File: src/rtl/icf_pkg.sv
// package: register map, bit layout, reset values, modes and carrier types of the interrupt flag block
// assumes: one clock domain; 8-bit registers sit in the low byte of 32-bit bus words
package icf_pkg;

  // ************************************************************
  // register map (index; byte address is four times the index)
  // ************************************************************
  localparam int unsigned ADDR_W = 10;
  localparam logic [7:0] IDX_CORE_CTRL = 8'h0b;
  localparam logic [7:0] IDX_PERIPH_FLAGS = 8'h0c;
  localparam logic [7:0] IDX_PERIPH_EN = 8'h8c;
  localparam logic [7:0] IDX_EDGE_OPT = 8'h81;
  localparam logic [7:0] IDX_PENDING = 8'hf0;

  // ************************************************************
  // reset values and implemented-bit masks
  // ************************************************************
  localparam logic [7:0] CORE_CTRL_RST = 8'h00;
  localparam logic [7:0] PERIPH_FLAGS_RST = 8'h00;
  localparam logic [7:0] PERIPH_EN_RST = 8'h00;
  localparam logic [7:0] EDGE_OPT_RST = 8'h40;
  localparam logic [7:0] PERIPH_IMPL_MASK = 8'h4f;
  localparam logic [7:0] EDGE_OPT_MASK = 8'h40;

  // ************************************************************
  // field positions
  // ************************************************************
  localparam int unsigned BIT_GLOBAL_EN = 7;
  localparam int unsigned BIT_PERIPH_EN = 6;
  localparam int unsigned BIT_T0_EN = 5;
  localparam int unsigned BIT_EXT_EN = 4;
  localparam int unsigned BIT_PB_EN = 3;
  localparam int unsigned BIT_T0_FLAG = 2;
  localparam int unsigned BIT_EXT_FLAG = 1;
  localparam int unsigned BIT_PB_FLAG = 0;
  localparam int unsigned BIT_CONV = 6;
  localparam int unsigned BIT_SER = 3;
  localparam int unsigned BIT_CC = 2;
  localparam int unsigned BIT_T2 = 1;
  localparam int unsigned BIT_T1 = 0;
  localparam int unsigned BIT_EDGE_SEL = 6;
  localparam int unsigned BIT_PEND_IRQ = 0;
  localparam int unsigned BIT_PEND_CORE = 1;
  localparam int unsigned BIT_PEND_PERIPH = 2;

  // ************************************************************
  // source counters
  // ************************************************************
  localparam int unsigned T0_W = 8;
  localparam int unsigned T1_W = 16;
  localparam int unsigned T2_W = 8;
  localparam int unsigned PB_W = 4;
  localparam logic [T0_W-1:0] T0_TOP = 8'hff;
  localparam logic [T1_W-1:0] T1_TOP = 16'hffff;

  // ************************************************************
  // modes and carriers
  // ************************************************************
  typedef enum logic [1:0] {SER_SPI, SER_I2C_SLAVE, SER_I2C_MASTER} icf_ser_mode_t;
  typedef enum logic [1:0] {CC_OFF, CC_CAPTURE, CC_COMPARE, CC_PWM} icf_cc_mode_t;

  typedef struct packed {
    logic [T0_W-1:0] t0_count;
    logic [T1_W-1:0] t1_count;
    logic [T2_W-1:0] t2_count;
    logic [T2_W-1:0] t2_period;
    logic ext_pin;
    logic [PB_W-1:0] portb_hi;
    logic conv_done;
    icf_ser_mode_t ser_mode;
    logic ser_xfer_done;
    logic ser_seq_done;
    logic ser_idle;
    logic bus_start_seen;
    logic bus_stop_seen;
    icf_cc_mode_t cc_mode;
    logic cc_capture;
    logic cc_match;
  } icf_src_t;

  typedef struct packed {
    logic t0;
    logic ext;
    logic pb;
    logic conv;
    logic ser;
    logic cc;
    logic t2;
    logic t1;
  } icf_set_t;

endpackage : icf_pkg

File: src/rtl/icf_core_irq.sv
// interrupt enable and flag block: core control, peripheral flags and enables, combined request to the core
// assumes: Avalon-MM master holds each request until waitrequest is low; source inputs synchronous to clk
//
// How it works
// - peripheral enable byte holds converter/serial/capcomp/timer2/timer1 enables at 6,3,2,1,0, reset zero.
// - peripheral flag byte mirrors enable positions, resets zero, software reads and writes it.
// - peripheral sources reach the core only while the peripheral enable is set.
// - the global enable bit gates every request to the core.
// - flags set on their event whatever the enables hold.
// - converter flag sets when a conversion completes.
// - serial flag sets on every finished transfer in all serial modes.
// - in two-wire master mode, completed start/stop/restart/ack sequences also set it.
// - in the two-wire modes, start or stop seen on the bus while idle sets the serial flag.
// - capture sets the capcomp flag; PWM mode leaves it alone.
// - compare match sets the capcomp flag, held until software clears it.
// - timer two reaching its period sets its flag, held until cleared.
// - timer one 16-bit overflow sets its flag, held until cleared.
// - core control holds timer zero, port change and pin enables and flags, read/write.
// - pin flag sets on rising edge when edge select is one, falling when zero.
//
// Implementation choice: the Avalon-MM slave port.
`timescale 1ns/1ps
module icf_core_irq (
  input wire logic clk,
  input wire logic sys_rst,
  input wire logic [icf_pkg::ADDR_W-1:0] avs_address,
  input wire logic avs_read,
  input wire logic avs_write,
  input wire logic [31:0] avs_writedata,
  input wire logic [3:0] avs_byteenable,
  output logic [31:0] avs_readdata,
  output logic avs_waitrequest,
  input wire icf_pkg::icf_src_t src,
  output logic core_irq
);
  import icf_pkg::*;

  typedef enum logic {BUS_IDLE, BUS_ANSWER} icf_bus_st_t;

  // ************************************************************
  // declarations
  // ************************************************************
  icf_bus_st_t bus_st_r;
  logic [7:0] core_ctrl_r;
  logic [7:0] core_ctrl_nxt;
  logic [7:0] periph_flags_r;
  logic [7:0] periph_flags_nxt;
  logic [7:0] periph_en_r;
  logic [7:0] edge_opt_r;
  logic [7:0] readdata_r;
  logic [7:0] rd_byte;
  logic [7:0] pending;
  logic core_irq_r;
  logic irq_nxt;
  logic core_hit;
  logic periph_hit;
  logic bus_req;
  logic addr_ok;
  logic [7:0] idx;
  logic wr_ok;
  logic wr_core;
  logic wr_pflags;
  logic wr_pen;
  logic wr_edge;
  icf_set_t src_set;

  // ************************************************************
  // event sources
  // ************************************************************
  icf_event_detect u_detect (
    .clk(clk),
    .sys_rst(sys_rst),
    .src(src),
    .edge_rising(edge_opt_r[BIT_EDGE_SEL]),
    .src_set(src_set)
  );

  // ************************************************************
  // bus slave: one wait state on every access
  // ************************************************************
  assign bus_req = avs_read | avs_write;
  assign addr_ok = (avs_address[1:0] == 2'b00);
  assign idx = avs_address[ADDR_W-1:2];
  // a write lands only at the edge where waitrequest is low, and only with the low byte lane on
  assign wr_ok = (bus_st_r == BUS_ANSWER) && avs_write && avs_byteenable[0] && addr_ok;
  assign wr_core = wr_ok && idx == IDX_CORE_CTRL;
  assign wr_pflags = wr_ok && idx == IDX_PERIPH_FLAGS;
  assign wr_pen = wr_ok && idx == IDX_PERIPH_EN;
  assign wr_edge = wr_ok && idx == IDX_EDGE_OPT;
  assign avs_waitrequest = bus_req && (bus_st_r != BUS_ANSWER);
  assign avs_readdata = {24'h00_0000, readdata_r};

  always_ff @(posedge clk or posedge sys_rst) begin
    if (sys_rst) begin
      bus_st_r <= BUS_IDLE;
    end else begin
      unique case (bus_st_r)
        BUS_IDLE: begin
          if (bus_req) begin
            bus_st_r <= BUS_ANSWER;
          end
        end
        BUS_ANSWER: bus_st_r <= BUS_IDLE;
      endcase
    end
  end

  assign pending = {5'b0_0000, periph_hit, core_hit, core_irq_r};

  // unmapped and misaligned reads return zero
  always_comb begin
    rd_byte = 8'h00;
    if (addr_ok) begin
      unique case (idx)
        IDX_CORE_CTRL: rd_byte = core_ctrl_r;
        IDX_PERIPH_FLAGS: rd_byte = periph_flags_r;
        IDX_PERIPH_EN: rd_byte = periph_en_r;
        IDX_EDGE_OPT: rd_byte = edge_opt_r;
        IDX_PENDING: rd_byte = pending;
        default: rd_byte = 8'h00;
      endcase
    end
  end

  // read data are caught one cycle ahead so they stand from a flop while waitrequest is low
  always_ff @(posedge clk or posedge sys_rst) begin
    if (sys_rst) begin
      readdata_r <= 8'h00;
    end else if (bus_st_r == BUS_IDLE && avs_read) begin
      readdata_r <= rd_byte;
    end
  end

  // ************************************************************
  // core control: enables from software, flags set by hardware
  // ************************************************************
  // a set arriving with a clearing write wins, so no event is lost
  always_comb begin
    core_ctrl_nxt = core_ctrl_r;
    if (wr_core) begin
      core_ctrl_nxt = avs_writedata[7:0];
    end
    core_ctrl_nxt[BIT_T0_FLAG] = core_ctrl_nxt[BIT_T0_FLAG] | src_set.t0;
    core_ctrl_nxt[BIT_EXT_FLAG] = core_ctrl_nxt[BIT_EXT_FLAG] | src_set.ext;
    core_ctrl_nxt[BIT_PB_FLAG] = core_ctrl_nxt[BIT_PB_FLAG] | src_set.pb;
  end

  always_ff @(posedge clk or posedge sys_rst) begin
    if (sys_rst) begin
      core_ctrl_r <= CORE_CTRL_RST;
    end else begin
      core_ctrl_r <= core_ctrl_nxt;
    end
  end

  // ************************************************************
  // peripheral flags and enables
  // ************************************************************
  // reserved positions hold no storage and read as zero
  always_comb begin
    periph_flags_nxt = periph_flags_r;
    if (wr_pflags) begin
      periph_flags_nxt = avs_writedata[7:0] & PERIPH_IMPL_MASK;
    end
    periph_flags_nxt[BIT_CONV] = periph_flags_nxt[BIT_CONV] | src_set.conv;
    periph_flags_nxt[BIT_SER] = periph_flags_nxt[BIT_SER] | src_set.ser;
    periph_flags_nxt[BIT_CC] = periph_flags_nxt[BIT_CC] | src_set.cc;
    periph_flags_nxt[BIT_T2] = periph_flags_nxt[BIT_T2] | src_set.t2;
    periph_flags_nxt[BIT_T1] = periph_flags_nxt[BIT_T1] | src_set.t1;
  end

  always_ff @(posedge clk or posedge sys_rst) begin
    if (sys_rst) begin
      periph_flags_r <= PERIPH_FLAGS_RST;
    end else begin
      periph_flags_r <= periph_flags_nxt;
    end
  end

  always_ff @(posedge clk or posedge sys_rst) begin
    if (sys_rst) begin
      periph_en_r <= PERIPH_EN_RST;
    end else if (wr_pen) begin
      periph_en_r <= avs_writedata[7:0] & PERIPH_IMPL_MASK;
    end
  end

  always_ff @(posedge clk or posedge sys_rst) begin
    if (sys_rst) begin
      edge_opt_r <= EDGE_OPT_RST;
    end else if (wr_edge) begin
      edge_opt_r <= avs_writedata[7:0] & EDGE_OPT_MASK;
    end
  end

  // ************************************************************
  // combined request to the core
  // ************************************************************
  // no acknowledge input: the request drops only once software clears a flag or an enable
  assign core_hit = (core_ctrl_r[BIT_T0_EN] & core_ctrl_r[BIT_T0_FLAG])
    | (core_ctrl_r[BIT_EXT_EN] & core_ctrl_r[BIT_EXT_FLAG])
    | (core_ctrl_r[BIT_PB_EN] & core_ctrl_r[BIT_PB_FLAG]);
  assign periph_hit = |(periph_en_r & periph_flags_r & PERIPH_IMPL_MASK);
  assign irq_nxt = core_ctrl_r[BIT_GLOBAL_EN]
    & (core_hit | (core_ctrl_r[BIT_PERIPH_EN] & periph_hit));

  always_ff @(posedge clk or posedge sys_rst) begin
    if (sys_rst) begin
      core_irq_r <= 1'b0;
    end else begin
      core_irq_r <= irq_nxt;
    end
  end

  assign core_irq = core_irq_r;
endmodule : icf_core_irq

File: src/rtl/icf_event_detect.sv
// event detector: turns raw counter values, pins and peripheral strobes into one-cycle set pulses
// assumes: all inputs synchronous to clk; peripheral strobes are one-cycle pulses
`timescale 1ns/1ps
module icf_event_detect (
  input wire logic clk,
  input wire logic sys_rst,
  input wire icf_pkg::icf_src_t src,
  input wire logic edge_rising,
  output icf_pkg::icf_set_t src_set
);
  import icf_pkg::*;

  logic primed_r;
  logic [T0_W-1:0] t0_prev_r;
  logic [T1_W-1:0] t1_prev_r;
  logic t2_eq_r;
  logic pin_prev_r;
  logic [PB_W-1:0] pb_prev_r;
  logic t2_eq;

  assign t2_eq = (src.t2_count == src.t2_period);

  // history flops; primed_r masks the first cycle so reset values fake no edge
  always_ff @(posedge clk or posedge sys_rst) begin
    if (sys_rst) begin
      primed_r <= 1'b0;
      t0_prev_r <= '0;
      t1_prev_r <= '0;
      t2_eq_r <= 1'b0;
      pin_prev_r <= 1'b0;
      pb_prev_r <= '0;
    end else begin
      primed_r <= 1'b1;
      t0_prev_r <= src.t0_count;
      t1_prev_r <= src.t1_count;
      t2_eq_r <= t2_eq;
      pin_prev_r <= src.ext_pin;
      pb_prev_r <= src.portb_hi;
    end
  end

  always_comb begin
    src_set = '0;
    src_set.t0 = primed_r && t0_prev_r == T0_TOP && src.t0_count == '0;
    src_set.t1 = primed_r && t1_prev_r == T1_TOP && src.t1_count == '0;
    src_set.t2 = primed_r && t2_eq && !t2_eq_r;
    src_set.ext = primed_r && (edge_rising ? (src.ext_pin && !pin_prev_r) : (!src.ext_pin && pin_prev_r));
    src_set.pb = primed_r && (src.portb_hi != pb_prev_r);
    src_set.conv = src.conv_done;
    // start/stop seen on an idle bus only means something in the two-wire modes
    src_set.ser = src.ser_xfer_done
      | (src.ser_mode == SER_I2C_MASTER && src.ser_seq_done)
      | (src.ser_mode != SER_SPI && src.ser_idle && (src.bus_start_seen || src.bus_stop_seen));
    unique case (src.cc_mode)
      CC_CAPTURE: src_set.cc = src.cc_capture;
      CC_COMPARE: src_set.cc = src.cc_match;
      CC_OFF, CC_PWM: src_set.cc = 1'b0;
    endcase
  end
endmodule : icf_event_detect

File: config.mk
export PLATFORM = sky130hd
export DESIGN_NAME = icf_core_irq
export DESIGN_NICKNAME = d
export VERILOG_FILES = /design/src/rtl/icf_pkg.sv /design/src/rtl/icf_core_irq.sv /design/src/rtl/icf_event_detect.sv
export SDC_FILE = /design/constraint.sdc
export NUM_CORES = 1
export LEC_CHECK = 0
export BUFFER_PORTS_ARGS = -buffer_cell sky130_fd_sc_hd__buf_2
export CORE_MARGIN = 2
export CORE_UTILIZATION = 43
export CTS_BUF_LIST = sky130_fd_sc_hd__clkbuf_8 sky130_fd_sc_hd__clkbuf_16
export CTS_CLUSTER_SIZE = 28
export DETAILED_ROUTE_END_ITERATION = 10
export GPL_TIMING_DRIVEN = 0
export PLACE_DENSITY = 0.75
export SETUP_SLACK_MARGIN = 0.5
export SYNTH_ARGS = -nofsm -noshare
export SYNTH_HDL_FRONTEND = slang
export SYNTH_SLANG_ARGS = --single-unit
File: constraint.sdc
create_clock -name clk -period 3.1 [get_ports clk]
set_input_delay 0.31 -clock clk [delete_from_list [all_inputs] [get_ports clk]]
set_output_delay 0.31 -clock clk [all_outputs]
set_load 0.01 [all_outputs]
Word-level counts from Yosys, hierarchy flattened
Index checks and enable logic that the tools add are counted.
{"block": "op_classes", "eq_ne": 13, "n_shift": 0, "n_lt_le_gt_ge": 0, "n_mux": 8, "bitwise": 21, "reduce_logical": 33, "div": 0, "multipliers": 0, "add_sub_neg": 0}
{"op": "$pmux 8 s5", "count": 1}
{"op": "$eq 8x8->1 const B", "count": 4}
{"op": "$logic_and 1x1->1", "count": 22}
{"op": "$eq 16x16->1 const B", "count": 1}
{"op": "$eq 8x4->1 const B", "count": 2}
{"op": "$logic_not 16->1", "count": 1}
{"op": "$or 1x1->1", "count": 14}
{"op": "$eq 8x8->1", "count": 1}
{"op": "$logic_not 8->1", "count": 1}
{"op": "$mux 8", "count": 1}
{"op": "$and 7x7->7", "count": 1}
{"op": "$mux 7", "count": 1}
{"op": "$eq 2x2->1 const B", "count": 3}
{"op": "$and 1x1->1", "count": 5}
{"op": "$reduce_or 5->1", "count": 1}
{"op": "$logic_not 2->1", "count": 2}
{"op": "$ne 4x4->1", "count": 1}
{"op": "$logic_not 1->1", "count": 3}
{"op": "$mux 3", "count": 1}
{"op": "$pmux 1 s3", "count": 1}
{"op": "$eq 2x1->1 const B", "count": 1}
{"op": "$mux 1", "count": 2}
{"op": "$pmux 1 s2", "count": 1}
{"op": "$reduce_bool 2->1", "count": 1}
{"op": "3 further kinds", "count": 3}
{"block": "word_totals", "out_inout_bits": 34, "latch_bits": 0, "n_memories": 0, "inputBits": 107, "regBits": 60, "mem_bits_rw": 0, "rom_bits": 0}

Logic depth before layout (Yosys ltp)
{"block": "depth", "word_depth": 6, "mapped_depth": 6, "ltp_nobuf": 4}

Cells and area by module
A second synthesis with hierarchy kept.
{"block": "unflattened", "hier_cells": 248, "hier_area_um2": 2899.0}
{"mod": "icf_core_irq", "seq_area_each_um2": 726.9, "cells_per_inst": 166, "area_per_inst_um2": 1774.2, "n_inst": 1}
{"mod": "icf_event_detect", "seq_area_each_um2": 775.7, "cells_per_inst": 82, "area_per_inst_um2": 1124.8, "n_inst": 1}

Least setup slack after synthesis
OpenSTA, ideal clock, no wires.
{"block": "synth_path", "path_type": "input-to-reg", "startpoint": "in avs_address[7] (netlist bit)", "endpoint": "reg periph_en_r[0]", "t_required_ns": 2.975, "slack_ns": 1.349, "stages": 6, "setup_ns": 0.125, "n_path_buf": 2, "arrival_time_ns": 1.626, "cell_sequence": "or3_1 -> buf_6 -> nor4_4 -> and3_1 -> buf_6 -> mux2_4"}
{"block": "synth_via", "elab_chain_cells": 2}
{"element": "from (decl)", "line_no": "icf_core_irq.sv:26", "text": "input wire logic [icf_pkg::ADDR_W-1:0] avs_address,"}
{"element": "$eq 8x8->1", "line_no": "icf_core_irq.sv:88", "text": "assign wr_pen = wr_ok && idx == IDX_PERIPH_EN;"}
{"element": "$logic_and 1x1->1", "line_no": "icf_core_irq.sv:88"}
{"element": "to (signal assigned)", "line_no": "icf_core_irq.sv:184", "text": "periph_en_r <= avs_writedata[7:0] & PERIPH_IMPL_MASK;"}
{"element": "to (decl)", "line_no": "icf_core_irq.sv:48", "text": "logic [7:0] periph_en_r;"}
Every way passes these cells.
A chain may end at the register's enable or synchronous reset.

Worst setup path after layout
{"block": "layout_path", "startpoint": "reg bus_st_r", "endpoint": "reg periph_en_r[6]"}
{"block": "layout_via", "elab_chain_cells": 4}
{"element": "from (decl)", "line_no": "icf_core_irq.sv:43", "text": "icf_bus_st_t bus_st_r;"}
{"element": "from (signal assigned)", "line_no": "icf_core_irq.sv:95", "text": "bus_st_r <= BUS_IDLE;"}
{"element": "from (signal assigned)", "line_no": "icf_core_irq.sv:100", "text": "bus_st_r <= BUS_ANSWER;"}
{"element": "from (signal assigned)", "line_no": "icf_core_irq.sv:103", "text": "BUS_ANSWER: bus_st_r <= BUS_IDLE;"}
{"element": "$logic_and 1x1->1 (3 in a row)", "line_no": "icf_core_irq.sv:85", "text": "assign wr_ok = (bus_st_r == BUS_ANSWER) && avs_write && avs_byteenable[0] && addr_ok;"}
{"element": "$logic_and 1x1->1", "line_no": "icf_core_irq.sv:88"}
Every way passes these cells.

==> results.py <==
metrics = {
    "placed_design": {
        "place.gp.congestion": 0.854,
        "hpwl_um": 4700,
        "place_area_um2": 3440,
        "port_buffers": 88,
    },
    "critical_path": {
        "reg2regPathDepth": 5,
        "cp-start-kind": "register",
        "crit_start": "bus_st_r",
        "crit_chain": "nand3_1 -> nor4_4 -> and3_1 -> buf_6 -> mux2_4",
        "crit_arrival_ps": 1990,
        "path_max_fanout": 5,
        "cpMaxStageDelayCell": "dfrtp_1",
        "cpPeakStageDelay_ps": 390,
        "path_depth": 5,
        "r2r-end": "periph_en_r[6]",
        "reg2reg_from": "bus_st_r",
        "end_kind": "register",
        "crit_end": "periph_en_r[6]",
        "cp.required_ps": 3310,
        "r2r_slack_ps": 1320,
        "critical_path_class": "register to register",
        "cp_top_family": "simple AND/OR/NAND/NOR gates",
        "cp_num_buf_inv": 1,
    },
    "pwr": {
        "leakagePower_nw": 1.82,
        "power_per_cell_area_nw_per_um2": 506,
        "ir_drop_uv": 326,
    },
    "synthesis": {
        "ys_seq_area_share_pct": 53.8,
        "ys_top_cells_by_area": "dfrtp_1 (53%), buf_4 (7.0%), mux2_4 (2.7%), nand2_1 (2.6%), mux2i_1 (2.5%)",
        "synth.top_cells.by_count": "dfrtp_1 (59), buf_4 (26), nand2_1 (19)",
        "synth_top_area_share_pct": 52.8,
        "synth_cells": 243,
        "synth_cell_types": 51,
        "synth-main-ff-cell": "dfrtp_1",
        "syn_area_um2": 2800,
        "muxShareOfSynthArea_pct": 8.01,
        "async_reset_ff_share_pct": 100,
        "yosysTopAreaCell": "dfrtp_1",
        "synth_seq_cells": 60,
        "postSynthAreaPerCell_um2": 11.5,
        "yosysMostFrequentCell": "dfrtp_1",
        "synth_top_family_by_area": "simple AND/OR/NAND/NOR gates",
        "synth-xor-area-share_pct": 3.76,
        "synth_compound_area_share_pct": 8.73,
        "synth_edf_count": 0,
        "yosys_warnings": 0,
        "synth-simple-area-share_pct": 17.0,
        "synthAdderAreaFrac_pct": 0,
    },
    "routing": {
        "drtIter0Drc": 68,
        "first_pass_iters": 4,
        "drc": 0,
        "vias": 2214,
        "ant_nets": 0,
        "wl_um": 5930,
        "viasPerCell": 4.94,
        "wl_per_cell_um": 13.2,
    },
    "sta": {
        "skew_ps": 8.42,
        "period_needed_ps": 1780,
        "setup_tns_ps": 0,
        "drv_slew": 0,
        "final-hold-violation-count": 0,
        "period_share_pct": 57.3,
        "whs_ps": 91.0,
        "setup_viol": 0,
        "relSlewSlack_pct": 53.6,
        "max_freq_mhz": 563,
        "tightest_slew_ps": 695,
        "rsz0062_at_grt": "no",
    },
    "finish": {
        "n_fill_cell": 547,
        "syn_to_final_growth_pct": 31.9,
        "fin_nets": 473,
        "fin_util_pct": 58.4,
        "final_area_um2": 3690,
        "drive_above_1_share_pct": 40.7,
        "num_antenna_cells": 0,
    },
    "floorplan": {
        "die_w_um": 84.6,
        "dieArea_um2": 7160,
        "io_pins": 141,
        "core.rowCount": 29,
        "design.core.area_um2": 6310,
        "initial_utilization_pct": 44.3,
        "die_h_um": 84.6,
    },
    "global_routing": {
        "grt_overflow": 0,
        "grt_pass1_wl_um": 10100,
        "first_global_vias": 2238,
        "grtUsageTotal_pct": 18.0,
        "antenna_found_initial": 0,
        "grt_max_degree": 34,
    },
    "clocking": {
        "cts_resized": 0,
        "clock_latency_ps": 330,
        "tritoncts": "done",
        "cts.sinks": 60,
        "cts_setup_buffers": 0,
        "cts-root-buf": "clkbuf_8",
        "cts_max_path_buffers": 2,
        "cts_buffers": 9,
        "clk_pin_slew_ps": 70,
        "cts-hold-fix-buffers": 0,
        "htree_levels": 3,
    },
    "outcome": {
        "status": "completed",
    },
    "worst_hold_path": {
        "hp-class": "primary input to asynchronous set/reset pin",
    },
    "run": {
        "drv_cap": 0,
    },
}
## worst reg2reg max path, cell delays in order, from the launching register on
cell and delay (ps):
dfrtp_1 390, nand3_1 220, nor4_4 390, and3_1 240, buf_6 140, mux2_4 300
## worst min path at each step
stage,startpoint,cells past startpoint,endpoint
final,sys_rst,2,core_ctrl_r[4]
after global routing,src[43],1,u_detect.t1_prev_r[10]
after CTS,src[51],1,u_detect.t0_prev_r[2]
after detailed placement,src[51],1,u_detect.t0_prev_r[2]
after global placement,src[51],1,u_detect.t0_prev_r[2]
after floorplan,src[12],0,u_detect.pb_prev_r[0]
## sequential cells by signal, summed over array words and instances, names as in the netlist, 4 cells and up
signal,count
readdata_r,8
core_ctrl_r,8
u_detect.t1_prev_r,16
periph_en_r,5
u_detect.pb_prev_r,4
u_detect.t0_prev_r,8
periph_flags_r,5
## cells by family (layout without fill, tap and decap cells)
group | count (synthesis) | in the layout
DFF | 60 | 60
AOI/OAI and AO/OA | 35 | 35
other | 2 | 25
buffers and inverters | 33 | 138
xor gates and xnor gates | 12 | 12
muxes | 19 | 19
and+or+nand+nor | 82 | 82
## layer usage
layer / GRT usage, % / wire, µm / up-vias
li1: - / - / 1071
met1: 23.1 / 2510 / 1024
met2: 29.5 / 2830 / 112
met3: 4.23 / 523 / 7
met4: 7.07 / 72 / 0
met5: 0 / 0 / -
## layout make-up
type	count	area, µm²	share of cell area (%)
clock buffer	10	138	3.73
buffer	29	221	6.01
inverter	4	15.0	0.407
clock inverter	6	111	3.02
tap	77	96.3	2.61
timing repair buffer	89	460	12.5
sequential	60	1500	40.8
multi-input combinational	173	1140	31.0
## where the power goes
| part | internal [W] | total, W | switching, W |
|---|---|---|---|
| sequential | 0.000809 | 0.000820 | 0.0000115 |
| clock | 0.000556 | 0.000864 | 0.000308 |
| combinational | 0.0000902 | 0.000183 | 0.0000924 |
| total | 0.00145 | 0.00187 | 0.000412 |
## layout by cell type (no fill, tap or decap), types with 8 or more instances in the layout
cell type,Yosys,final
buf_2,0,88
buf_4,26,26
clkbuf_8,0,10
conb_1,2,25
dfrtp_1,59,59
nand2_1,19,19
nand4_1,8,8
nor2_1,13,13
o21ai_0,14,14
xnor2_1,8,8
## metrics by stage
stage / std cells / total power (W) / setup WS [ps]
after global placement: 431 / 0.00101 / 642
after CTS: 448 / 0.00188 / 1330
after floorplan: 266 / 0.000933 / 1310
after detailed placement: 432 / 0.00102 / 1120
final: 448 / 0.00187 / 1320
after global routing: 448 / 0.00196 / 1190
No activity file was read; power rests on OpenSTA's default activity.
